$ cat config.mk
export PLATFORM = sky130hd
export DESIGN_NAME = mswd_top
export DESIGN_NICKNAME = d
export VERILOG_FILES = /design/src/design/mswd_pkg.sv /design/src/design/mswd_top.sv
export SDC_FILE = /design/constraint.sdc
export NUM_CORES = 1
export LEC_CHECK = 0
export BUFFER_PORTS_ARGS = -buffer_cell sky130_fd_sc_hd__buf_2
export CORE_ASPECT_RATIO = 0.7
export CORE_MARGIN = 4
export CORE_UTILIZATION = 40
export DETAILED_ROUTE_END_ITERATION = 6
export PLACE_DENSITY = 0.6
export REMOVE_ABC_BUFFERS = 1
export SLEW_MARGIN = 20
export SYNTH_ARGS = -nofsm -noshare
export SYNTH_HDL_FRONTEND = slang
export SYNTH_SLANG_ARGS = --single-unit
$ cat constraint.sdc
create_clock -name sys_clk -period 6.4 [get_ports sys_clk]
set_input_delay 1.6 -clock sys_clk [delete_from_list [all_inputs] [get_ports sys_clk]]
set_output_delay 1.6 -clock sys_clk [all_outputs]
set_load 0.02 [all_outputs]
$ cat src/design/mswd_pkg.sv
// Constants for the millisecond watchdog: register map, fields, resets.
// Assumes a plain register port with word indices and a single system clock.
package mswd_pkg;

    // ------------------------------------------------------------
    // Register map (word indices)
    // ------------------------------------------------------------
    localparam logic [7:0]  ADDR_TIMEOUT   = 8'hd6;
    localparam logic [7:0]  ADDR_DISABLE   = 8'hd7;
    localparam logic [7:0]  ADDR_FREQ      = 8'he0;   // Oscillator MHz
    localparam logic [7:0]  ADDR_IRQ_STAT  = 8'he1;
    localparam logic [7:0]  ADDR_IRQ_MASK  = 8'he2;

    // ------------------------------------------------------------
    // Fields and reset values
    // ------------------------------------------------------------
    localparam int          TIMEOUT_W      = 16;
    localparam int          FREQ_W         = 7;
    localparam int          PRESC_W        = 17;
    localparam logic [15:0] TIMEOUT_RST    = 16'h03e8;
    localparam logic [15:0] COUNT_RST      = 16'h0000;   // Live count reads zero until loaded
    localparam logic [31:0] DISABLE_MAGIC  = 32'h0d15ab1e;
    localparam logic [31:0] ENABLE_VALUE   = 32'h00000000;
    localparam logic [6:0]  FREQ_RST       = 7'h19;     // 25 MHz
    localparam logic [6:0]  FREQ_MIN       = 7'h05;
    localparam logic [6:0]  FREQ_MAX       = 7'h64;
    localparam logic [9:0]  CLK_PER_MHZ_MS = 10'h3e8;   // 1000 clocks per MHz per ms

    // Status bit positions
    localparam int          IRQ_EXPIRE     = 0;
    localparam int          IRQ_NACK       = 1;
    localparam int          IRQ_W          = 2;

    // Tile reset pulse length in system clocks
    localparam logic [3:0]  TILE_RST_CYC   = 4'h8;

endpackage

$ cat src/design/mswd_top.sv
// Millisecond watchdog: prescaler, countdown, keyed register file.
// Assumes a single-cycle register master on sys_clk; power state arrives
// from another domain and is synchronised here.
`timescale 1ns/1ps

module mswd_top
    import mswd_pkg::*;
(
    input  wire logic        sys_clk,         // System clock, 125 MHz
    input  wire logic        rst,             // Async reset, active high
    input  wire logic [7:0]  reg_addr,        // Register word index
    input  wire logic [31:0] reg_wdata,       // Write data
    input  wire logic        reg_wr,          // Write strobe
    input  wire logic        reg_rd,          // Read strobe
    output logic      [31:0] reg_rdata,       // Read data, cycle after strobe
    output logic             reg_ack,         // Write accepted, cycle after strobe
    output logic             reg_nack,        // Write refused, cycle after strobe
    input  wire logic        full_power_state,// Device fully full_power_state, async
    output logic             tile_reset,      // Processor tile reset
    output logic             irq              // Level interrupt
);

    // ------------------------------------------------------------
    // Power state synchroniser
    // ------------------------------------------------------------
    logic full_power_state_meta_q;
    logic full_power_state_q;

    // Two stages; only full_power_state_q is read by logic
    always_ff @(posedge sys_clk or posedge rst)
    begin
        if (rst)
        begin
            full_power_state_meta_q <= 1'b0;
            full_power_state_q      <= 1'b0;
        end
        else
        begin
            full_power_state_meta_q <= full_power_state;
            full_power_state_q      <= full_power_state_meta_q;
        end
    end

    // ------------------------------------------------------------
    // Write decode
    // ------------------------------------------------------------
    logic                 wr_timeout;
    logic                 wr_disable;
    logic                 wr_freq;
    logic                 timeout_ok;
    logic                 freq_ok;
    logic [TIMEOUT_W-1:0] timeout_q;
    logic [TIMEOUT_W-1:0] count_q;
    logic [31:0]          disable_q;
    logic [FREQ_W-1:0]    freq_q;
    logic [IRQ_W-1:0]     stat_q;
    logic [IRQ_W-1:0]     mask_q;
    logic                 enabled;
    logic                 tick;
    logic                 expire;

    function automatic logic hit(input logic [7:0] a, input logic [7:0] idx);
        hit = (a == idx);
    endfunction

    assign wr_timeout = reg_wr && hit(reg_addr, ADDR_TIMEOUT);
    assign wr_disable = reg_wr && hit(reg_addr, ADDR_DISABLE);
    assign wr_freq    = reg_wr && hit(reg_addr, ADDR_FREQ);
    // High half must be the exact complement of the low half
    assign timeout_ok = (reg_wdata[31:16] == ~reg_wdata[15:0]);
    assign freq_ok    = (reg_wdata[6:0] >= FREQ_MIN) && (reg_wdata[6:0] <= FREQ_MAX)
                        && (reg_wdata[31:7] == 25'h0);
    // Any value other than the magic word leaves the watchdog running
    assign enabled    = (disable_q != DISABLE_MAGIC);

    // ------------------------------------------------------------
    // Timeout register
    // ------------------------------------------------------------
    // Malformed writes leave the stored timeout untouched
    always_ff @(posedge sys_clk or posedge rst)
    begin
        if (rst)
            timeout_q <= TIMEOUT_RST;
        else if (wr_timeout && timeout_ok)
            timeout_q <= reg_wdata[15:0];
    end

    // Disable key register, starts at the magic value
    always_ff @(posedge sys_clk or posedge rst)
    begin
        if (rst)
            disable_q <= DISABLE_MAGIC;
        else if (wr_disable)
            disable_q <= reg_wdata;
    end

    // Oscillator frequency; out-of-range writes are ignored
    always_ff @(posedge sys_clk or posedge rst)
    begin
        if (rst)
            freq_q <= FREQ_RST;
        else if (wr_freq && freq_ok)
            freq_q <= reg_wdata[6:0];
    end

    // ------------------------------------------------------------
    // Millisecond prescaler
    // ------------------------------------------------------------
    logic [PRESC_W-1:0] presc_q;
    logic [PRESC_W-1:0] presc_top;

    // Wrong MHz setting stretches or shrinks every tick
    assign presc_top = PRESC_W'(freq_q * CLK_PER_MHZ_MS) - PRESC_W'(1);
    assign tick      = enabled && full_power_state_q && (presc_q >= presc_top);

    // Prescaler frozen outside full power, held at zero while disabled
    always_ff @(posedge sys_clk or posedge rst)
    begin
        if (rst)
            presc_q <= '0;
        else if (!enabled || wr_timeout && timeout_ok)
            presc_q <= '0;
        else if (full_power_state_q)
            presc_q <= tick ? '0 : presc_q + PRESC_W'(1);
    end

    // ------------------------------------------------------------
    // Countdown
    // ------------------------------------------------------------
    // Expiry when the count is at one or zero and one more tick arrives
    assign expire = tick && (count_q <= 16'h0001);

    // Load order matters: a stop or a kick overrides a tick in the same cycle
    always_ff @(posedge sys_clk or posedge rst)
    begin
        if (rst)
            count_q <= COUNT_RST;
        else if (wr_disable && reg_wdata == DISABLE_MAGIC)
            count_q <= timeout_q;
        else if (wr_timeout && timeout_ok)
            count_q <= reg_wdata[15:0];
        else if (expire)
            count_q <= timeout_q;
        else if (tick)
            count_q <= count_q - 16'h0001;
    end

    // ------------------------------------------------------------
    // Tile reset pulse
    // ------------------------------------------------------------
    logic [3:0] trst_cnt_q;

    always_ff @(posedge sys_clk or posedge rst)
    begin
        if (rst)
        begin
            trst_cnt_q <= 4'h0;
            tile_reset <= 1'b0;
        end
        else if (expire)
        begin
            trst_cnt_q <= TILE_RST_CYC - 4'h1;
            tile_reset <= 1'b1;
        end
        else if (trst_cnt_q != 4'h0)
            trst_cnt_q <= trst_cnt_q - 4'h1;
        else
            tile_reset <= 1'b0;
    end

    // ------------------------------------------------------------
    // Write answers
    // ------------------------------------------------------------
    // Writes to unchecked registers are always acknowledged
    always_ff @(posedge sys_clk or posedge rst)
    begin
        if (rst)
        begin
            reg_ack  <= 1'b0;
            reg_nack <= 1'b0;
        end
        else
        begin
            reg_ack  <= reg_wr && !(wr_timeout && !timeout_ok) && !(wr_freq && !freq_ok);
            reg_nack <= (wr_timeout && !timeout_ok) || (wr_freq && !freq_ok);
        end
    end

    // ------------------------------------------------------------
    // Interrupt status and mask
    // ------------------------------------------------------------
    logic [IRQ_W-1:0] ev;
    logic             rd_stat;

    assign ev      = {reg_nack, expire};
    assign rd_stat = reg_rd && hit(reg_addr, ADDR_IRQ_STAT);

    // Read clears, but an event in the same cycle wins
    always_ff @(posedge sys_clk or posedge rst)
    begin
        if (rst)
            stat_q <= '0;
        else
            stat_q <= (rd_stat ? '0 : stat_q) | ev;
    end

    // Mask bits share the status layout
    always_ff @(posedge sys_clk or posedge rst)
    begin
        if (rst)
            mask_q <= '0;
        else if (reg_wr && hit(reg_addr, ADDR_IRQ_MASK))
            mask_q <= reg_wdata[IRQ_W-1:0];
    end

    // Built from next status so irq drops with the clearing read
    always_ff @(posedge sys_clk or posedge rst)
    begin
        if (rst)
            irq <= 1'b0;
        else
            irq <= |(((rd_stat ? '0 : stat_q) | ev) & mask_q);
    end

    // ------------------------------------------------------------
    // Read data
    // ------------------------------------------------------------
    // Unmapped addresses read as zero
    always_ff @(posedge sys_clk or posedge rst)
    begin
        if (rst)
            reg_rdata <= 32'h00000000;
        else if (reg_rd)
        begin
            case (reg_addr)
                ADDR_TIMEOUT:  reg_rdata <= {count_q, timeout_q};
                ADDR_DISABLE:  reg_rdata <= disable_q;
                ADDR_FREQ:     reg_rdata <= {25'h0, freq_q};
                ADDR_IRQ_STAT: reg_rdata <= {30'h0, stat_q};
                ADDR_IRQ_MASK: reg_rdata <= {30'h0, mask_q};
                default:       reg_rdata <= 32'h00000000;
            endcase
        end
        else
            reg_rdata <= 32'h00000000;
    end
endmodule

==> results of run 1 <==
## worst min-delay path by stage
stage / startpoint / endpoint / slack, ns / cells past startpoint
floorplan: full_power_state_meta_q / full_power_state_q / 0.33 / 0
global placement: full_power_state_meta_q / full_power_state_q / 0.39 / 0
detailed placement: full_power_state_meta_q / full_power_state_q / 0.40 / 0
CTS: full_power_state_meta_q / full_power_state_q / 0.42 / 0
global route: full_power_state_meta_q / full_power_state_q / 0.42 / 0
finish: full_power_state_meta_q / full_power_state_q / 0.43 / 0
## per-layer routing
layer  share of wire [%]  vias up
met5                   0        -
met4                0.99        0
met3                 7.9       19
met2                  39      252
met1                  52     3236
li1                    -     3157
## state kept, by name, indices dropped and copies added, names as in the netlist
register / cells
reg_ack: 1
full_power_state_q: 1
reg_rdata: 32
tile_reset: 1
count_q: 16
timeout_q: 16
mask_q: 2
presc_q: 17
trst_cnt_q: 4
freq_q: 7
full_power_state_meta_q: 1
reg_nack: 1
disable_q: 32
stat_q: 2
irq: 1
## synthesized netlist by cell type (3+ instances only)
| cell | instances |
|---|---|
| nor2_1 | 87 |
| nand4_1 | 7 |
| xor2_1 | 10 |
| o22ai_1 | 7 |
| and3_1 | 3 |
| or4_1 | 5 |
| a21oi_1 | 26 |
| a21o_1 | 4 |
| o211ai_1 | 5 |
| o21ai_0 | 20 |
| a31oi_1 | 14 |
| dfrtp_1 | 110 |
| a22oi_1 | 9 |
| ha_1 | 53 |
| xnor2_1 | 48 |
| nor3b_1 | 4 |
| mux2_2 | 44 |
| buf_2 | 7 |
| nor3_1 | 19 |
| and2_1 | 3 |
| nand2_1 | 76 |
| mux2i_1 | 26 |
| nor4_1 | 16 |
| nor4b_2 | 3 |
| o31a_1 | 3 |
| fa_1 | 18 |
| clkbuf_1 | 18 |
| o2bb2ai_1 | 3 |
| o21a_1 | 4 |
| nor2b_1 | 4 |
| or3_1 | 9 |
| o2111ai_1 | 4 |
| nand4b_1 | 5 |
| nand3_1 | 14 |
| o31ai_1 | 7 |
| and4_1 | 4 |
| a221oi_1 | 4 |
| inv_1 | 44 |
| dfstp_2 | 24 |
## kinds of logic (layout without fill, tap and decap cells)
logic type	after synthesis	count (layout)	synth area share, %
xor+xnor	58	58	6.08
mux	70	70	9.05
simple gates	280	280	17.6
flops	134	134	40.5
buf+inv	73	199	3.49
fa+ha+maj	71	71	12.3
compound gates	131	131	11.0
## power breakdown
part | internal [mW] | switching [mW] | leakage [nW]
logic | 0.0728 | 0.106 | 2.98
clock network | 0.549 | 0.424 | 0.284
registers | 0.882 | 0.0412 | 1.73
total | 1.50 | 0.572 | 5.00
## through the flow
step           hold slack, ns  std cells  worst slack (ns)  utilization, %  total power, mW
2_1_floorplan           0.331        788           0.00308               -             1.03
3_3_place_gp            0.391       1171           0.00523            45.7             1.10
3_5_place_dp            0.401       1171            -0.129            45.7             1.10
4_1_cts                 0.418       1203           0.00752            48.8             2.08
5_1_grt                 0.422       1213            -0.240            50.6             2.17
6_report                0.427       1213           -0.0450            50.6             2.08
## critical path, cell delays in order (launching register included)
cell and delay, ns:
dfstp_2 0.55, fa_1 0.46, fa_1 0.54, inv_2 0.04, fa_1 0.46, fa_1 0.54, inv_2 0.05, ha_4 0.25
o21a_1 0.18, o31a_1 0.11, o31a_1 0.28, o311a_1 0.34, nor4_2 0.25, a311oi_2 0.09, xor2_1 0.19, ha_1 0.33
and4_1 0.22, a221o_1 0.41, buf_6 0.16, o2111ai_4 0.30, mux2i_1 0.15, o311a_1 0.31, o21ai_1 0.13
## area by class of cell
class                           count  area share [%]
Multi-Input combinational cell    610            48.2
Sequential cell                   134            33.1
Timing Repair Buffer              123            8.03
Clock buffer                       17            4.17
Tap cell                          270            3.31
Inverter                           44            1.67
Clock inverter                     15            1.50
## timing repair
item | in CTS | in global routing
gates cloned | 0 | 3
resized for setup | 7 | 65
setup endpoints to repair | 16 | 40
setup buffers | 0 | 7
pin swaps | 2 | 26
==> summary.txt, run 1 <==
Worst setup path
  • R2R cell count: 22
  • CP endpoint: count_q[7]
  • Worst Setup SP: freq_q[0]
  • Largest fanout on the critical path: 7
  • Crit path kind: flip-flop to flip-flop
  • Reg2reg setup slack: -0.05 ns
  • Worst reg2reg path endpoint: count_q[7]
  • Reg2Reg Launch Point: freq_q[0]
  • Crit. End Element: flip-flop
  • Worst path arrival time: 6.80 ns
  • Worst setup SP type: flip-flop
  • Worst path required time: 6.75 ns

Run status
  • Status: finished with violations
  • Violations in the final reports: setup timing

Global routing
  • Total track usage: 19.3%
  • GR met2 Demand/Resource: 24.9%
  • First-pass GRT wire length: 35300 um
  • Largest net degree at the start of global routing: 89
  • Met1 usage in global routing: 31.3%
  • Vias in the first global route: 6170
  • Initial antenna violation count: 0
  • Grt peak-use layer: met1
  • GR Overflow Total: 0
  • Met3 Track Usage GR: 4.86%

Timing
  • Setup ws final: -0.0450 ns
  • Setup violators final: 3
  • Setup TNS: -0.0735 ns
  • Final Slew Violations: 0
  • Max transition margin: 29.7%
  • Clk_skew: 0.0138 ns
  • Final min period: 6.45 ns
  • Fmax: 155 MHz
  • Actual slew at the worst max-slew pin: 1.05 ns
  • Final worst-path cycle share: 101%
  • RSZ-0062 raised after global routing: true
  • Final hold vios: 0

Logic synthesis
  • Yosys reg bits: 134
  • Synth area leader: dfrtp_1
  • Synth top area share: 33.0%
  • Yosys warns: 0
  • Post-synth cell types: 76
  • EDFF count, synth: 0
  • Top cells by area, synth: dfrtp_1 (33%), ha_1 (7.9%), dfstp_2 (7.6%), mux2_2 (5.9%), xnor2_1 (5.0%)
  • Seq/Total Area, Yosys: 40.5%
  • Synthesized area: 8350 um2
  • Asr flop ratio synth: 100%
  • Gate Count Post-Synth: 817
  • Synth Area per Inst: 10.2 um2
  • Ys flop type: dfrtp_1

Clock tree
  • Clk sinks: 134
  • Hold-fix buffers, CTS: 0
  • CTS root buffer: clkbuf_16
  • Max Buffers Root-to-Sink: 2
  • Clk_lat worst skew: 0.43 ns
  • Worst-path clk slew: 0.06 ns
  • CTS tree: yes
  • H-tree Lvls: 4
  • CTS buffer count: 17

Routing
  • Antenna viol nets, final: 0
  • Vias per cell: 5.49
  • Routed WL per cell: 18.9 um
  • Vias: 6664
  • Final WL: 22900 um
  • Drt first pass iters: 5
  • Residual DRC: 0
  • DR iter-0 viols: 613

Floorplanning
  • Die area: 23300 um2
  • Starting Density: 41.4%
  • Die W: 181 um
  • DIE HEIGHT: 129 um
  • I/O pin count: 81
  • Site Rows: 43
  • Placeable Area: 20200 um2

Place
  • Area after DPL: 9220 um2
  • Placer Congestion: 0.904
  • Detailed Place HPWL: 16800 um
  • IO Port Bufs: 80

Cells and area
  • Final design area excluding fillers: 10200 um2
  • Leading cell type in the layout, fill and taps excluded: dfrtp_1
  • Fillers: 1863
  • Reg area: 3380 um2
  • Number of nets in the layout: 1046
  • Multi-input logic area: 4920 um2
  • Share of layout cells above drive strength 1: 29.9%
  • Commonest non-fill, non-tap cells in the layout: dfrtp_1 (110), nor2_1 (81), buf_2 (80), nand2_1 (73), ha_1 (51)
  • # diodes: 0
  • P&R area growth vs syn: 22.3%

Pwr
  • Leakage: 5.00 nW
  • Max VDD drop: 0.178 mV
  • Power Density: 203 nW/um2

Worst hold path
  • Hold WC Path Type: flip-flop to flip-flop

Run
  • Max Cap Viol: 0
No activity file was read; power rests on OpenSTA's default activity.
==> run 2, diff against run 1 <==
--- a/config.mk
+++ b/config.mk
@@ -5,7 +5,7 @@
 export SDC_FILE = /design/constraint.sdc
 export NUM_CORES = 1
 export LEC_CHECK = 0
-export BUFFER_PORTS_ARGS = -buffer_cell sky130_fd_sc_hd__buf_2
+export BUFFER_PORTS_ARGS = -buffer_cell sky130_fd_sc_hd__buf_4
 export CORE_ASPECT_RATIO = 0.7
 export CORE_MARGIN = 4
 export CORE_UTILIZATION = 40
==> run 2 against run 1 <==
Effect of this change: the run now ends clean; worst hold slack worse by 0.072 ns; die area unchanged; critical path depth up 2; clock skew rose by 0.0022 ns; register-to-register slack better by 0.12 ns; via count decreased by 0.45%; wire length increased by 0.32%; first-iteration DRC count is 4.7% lower; sequential share of layout area down 0.11 points; fmax up 1.9%; combinational power about the same; critical path type unchanged.
==> summary.txt, run 2 (synthesized netlist as in run 1, its figures left out) <==
Worst setup path
  • Worst Path Buf+Inv: 5 (was 3)
  • Worst-path cell chain: fa_1 > fa_1 > inv_1 > fa_1 > fa_1 > inv_2 > ha_4 > o21a_1 > o31a_1 > a21oi_2 > or3_4 > or3_4 > nor3_4 > xnor2_1 > ha_1 > a21oi_1 > nand2_1 > a221o_1 > buf_6 > o2111ai_4 > buf_4 > buf_4 > nand2_1 > a22o_1 (was fa_1 > fa_1 > inv_2 > fa_1 > fa_1 > inv_2 > ha_4 > o21a_1 > o31a_1 > o31a_1 > o311a_1 > nor4_2 > a311oi_2 > xor2_1 > ha_1 > and4_1 > a221o_1 > buf_6 > o2111ai_4 > mux2i_1 > o311a_1 > o21ai_1)
  • Worst path arrival time: 6.63 ns (was 6.80 ns)
  • Crit path max-delay family: adder cells (unchanged)
  • Largest fanout on the critical path: 7 (unchanged)
  • CP max stage cell: dfstp_2 (unchanged)
  • Most frequent CP cell: fa_1 (unchanged)
  • Crit path kind: flip-flop to flip-flop (unchanged)
  • Crit. End Element: flip-flop (unchanged)
  • Worst path required time: 6.70 ns (was 6.75 ns)
  • Worst setup SP type: flip-flop (unchanged)
  • Worst stage delay on the critical path: 0.54 ns (was 0.55 ns)

Cells and area
  • # diodes: 0 (unchanged)
  • Commonest non-fill, non-tap cells in the layout: buf_4 (115), dfrtp_1 (110), nor2_1 (86), nand2_1 (76), ha_1 (49) (was dfrtp_1 (110), nor2_1 (81), buf_2 (80), nand2_1 (73), ha_1 (51))
  • Leading cell type in the layout, fill and taps excluded: buf_4 (was dfrtp_1)
  • Final design area excluding fillers: 10200 um2 (about the same)
  • Fillers: 1790 (was 1863)
  • Number of nets in the layout: 1043 (was 1046)
  • P&R area growth vs syn: 22.7% (was 22.3%)
  • Registers with the most flip-flops: disable_q (32), reg_rdata (32), presc_q (17) (unchanged)
  • Share of layout cells above drive strength 1: 28.7% (was 29.9%)

Clock tree
  • CTS buffer count: 17 (unchanged)
  • CTS tree: yes (unchanged)
  • H-tree Lvls: 4 (unchanged)
  • Max Buffers Root-to-Sink: 2 (unchanged)
  • Clk_lat worst skew: 0.42 ns (was 0.43 ns)
  • Worst-path clk slew: 0.06 ns (about the same)
  • Clk sinks: 134 (unchanged)
  • CTS root buffer: clkbuf_16 (unchanged)

Place
  • IO Port Bufs: 80 (unchanged)
  • Detailed Place HPWL: 17000 um (was 16800 um)
  • Placer Congestion: 0.881 (was 0.904)
  • Area after DPL: 9420 um2 (was 9220 um2)
  • Dpl ws: -0.103 ns (was -0.129 ns)

Routing
  • Drt first pass iters: 6 (was 5)
  • Final WL: 23000 um (was 22900 um)
  • Residual DRC: 0 (unchanged)
  • Routed WL per cell: 19.0 um (was 18.9 um)
  • Vias per cell: 5.48 (was 5.49)
  • DR iter-0 viols: 584 (was 613)
  • Antenna viol nets, final: 0 (unchanged)
  • Vias: 6634 (was 6664)

Timing
  • Setup ws final: 0.0775 ns (was -0.0450 ns)
  • Setup violators final: 0 (was 3)
  • Actual slew at the worst max-slew pin: 0.933 ns (was 1.05 ns)
  • Final min period: 6.32 ns (was 6.45 ns)
  • RSZ-0062 raised after global routing: true (unchanged)
  • Final hold vios: 0 (unchanged)
  • Fmax: 158 MHz (was 155 MHz)
  • Clk_skew: 0.0160 ns (was 0.0138 ns)
  • Max transition margin: 37.7% (was 29.7%)
  • Final worst-path cycle share: 98.8% (was 101%)
  • Final Slew Violations: 0 (unchanged)

Floorplanning
  • Die area: 23300 um2 (unchanged)
  • Placeable Area: 20200 um2 (unchanged)
  • DIE HEIGHT: 129 um (unchanged)
  • Die W: 181 um (unchanged)
  • Starting Density: 41.4% (unchanged)
  • I/O pin count: 81 (unchanged)
  • Site Rows: 43 (unchanged)

Global routing
  • Vias in the first global route: 6554 (was 6170)
  • First-pass GRT wire length: 36800 um (was 35300 um)
  • Largest net degree at the start of global routing: 91 (was 89)
  • Total track usage: 19.9% (was 19.3%)
  • Initial antenna violation count: 1 (was 0)
  • GR Overflow Total: 0 (unchanged)

Pwr
  • Power Total: 2.07 mW (was 2.08 mW)
  • Switching pwr: 0.554 mW (was 0.572 mW)
  • P_int: 1.51 mW (was 1.50 mW)
  • Logic pwr share: 8.5% (was 8.6%)
  • Sw Share: 26.8% (was 27.5%)
  • Power Density: 202 nW/um2 (was 203 nW/um2)
  • Clock power share: 46.8% (was 46.9%)
  • Sequential share of power: 44.6% (was 44.5%)
  • Max VDD drop: 0.184 mV (was 0.178 mV)
  • Leakage: 4.96 nW (was 5.00 nW)

Run status
  • Status: completed (was finished with violations)

Worst hold path
  • Hold WC Path Type: flip-flop to flip-flop (unchanged)

Run
  • Max Cap Viol: 0 (unchanged)
-- run 2: cell count changes in the layout (fill, tap and decap cells not counted), sizes merged --
| cell | delta |
|---|---|
| buf | -1 |
| clkbuf | -1 |
| clkinv | +1 |
| clkinvlp | +2 |
| inv | -4 |
-- run 2: worst paths after layout --
kind                                         start                 end  slack [ns]  cells past startpoint
setup / recovery                         freq_q[0]                 irq        0.08                     24
hold / removal             full_power_state_meta_q  full_power_state_q        0.35                      0
setup reg to reg                         freq_q[0]                 irq        0.08                     24
hold reg to reg            full_power_state_meta_q  full_power_state_q        0.35                      0
max in group asynchronous                      rst       reg_rdata[10]        3.93                      3
min in group asynchronous                      rst        reg_rdata[1]        1.35                      2
-- run 2: layout make-up --
cell class / instances / area (um2) / area share, %
multi-input cells: 610 / 4850 / 47.4
inverters: 44 / 170 / 1.66
clock buffers: 18 / 439 / 4.29
well taps: 270 / 338 / 3.30
flip-flops and latches: 134 / 3380 / 33.0
clock inverters: 14 / 141 / 1.38
repair buffers: 120 / 920 / 8.98
-- run 2: metrics by stage --
stage | util [%] | hold WS (ns) | TNS [ns] | cells
floorplan | - | 0.331 | 0 | 788
global placement | 46.7 | 0.333 | 0 | 1171
detailed placement | 46.7 | 0.348 | -0.496 | 1171
CTS | 49.7 | 0.358 | 0 | 1205
global route | 50.8 | 0.368 | -0.883 | 1210
finish | 50.8 | 0.354 | 0 | 1210
-- run 2: metal layers --
metal / vias to the layer above / part of all wire (%) / GRT usage [%]
li1: 3147 / - / -
met1: 3233 / 52 / 31.8
met2: 237 / 40 / 27.2
met3: 17 / 7.3 / 4.41
met4: 0 / 1.0 / 4.58
met5: - / 0 / 0
-- run 2: power by group through the flow --
stage | registers (mW) | logic (mW) | clock network (mW)
after floorplan | 0.925 | 0.103 | 0
after CTS | 0.921 | 0.178 | 0.982
after global placement | 0.934 | 0.172 | 0
after detailed placement | 0.936 | 0.175 | 0
after global routing | 0.926 | 0.198 | 1.03
final | 0.922 | 0.176 | 0.968
-- run 2: timing repair --
action                     in CTS  in global routing
buffers inserted                2                  5
hold buffers                    0                  0
gates resized for setup         1                 38
setup endpoints to repair      16                 36
hold endpoints to repair        0                  0
pin swaps                       1                 19
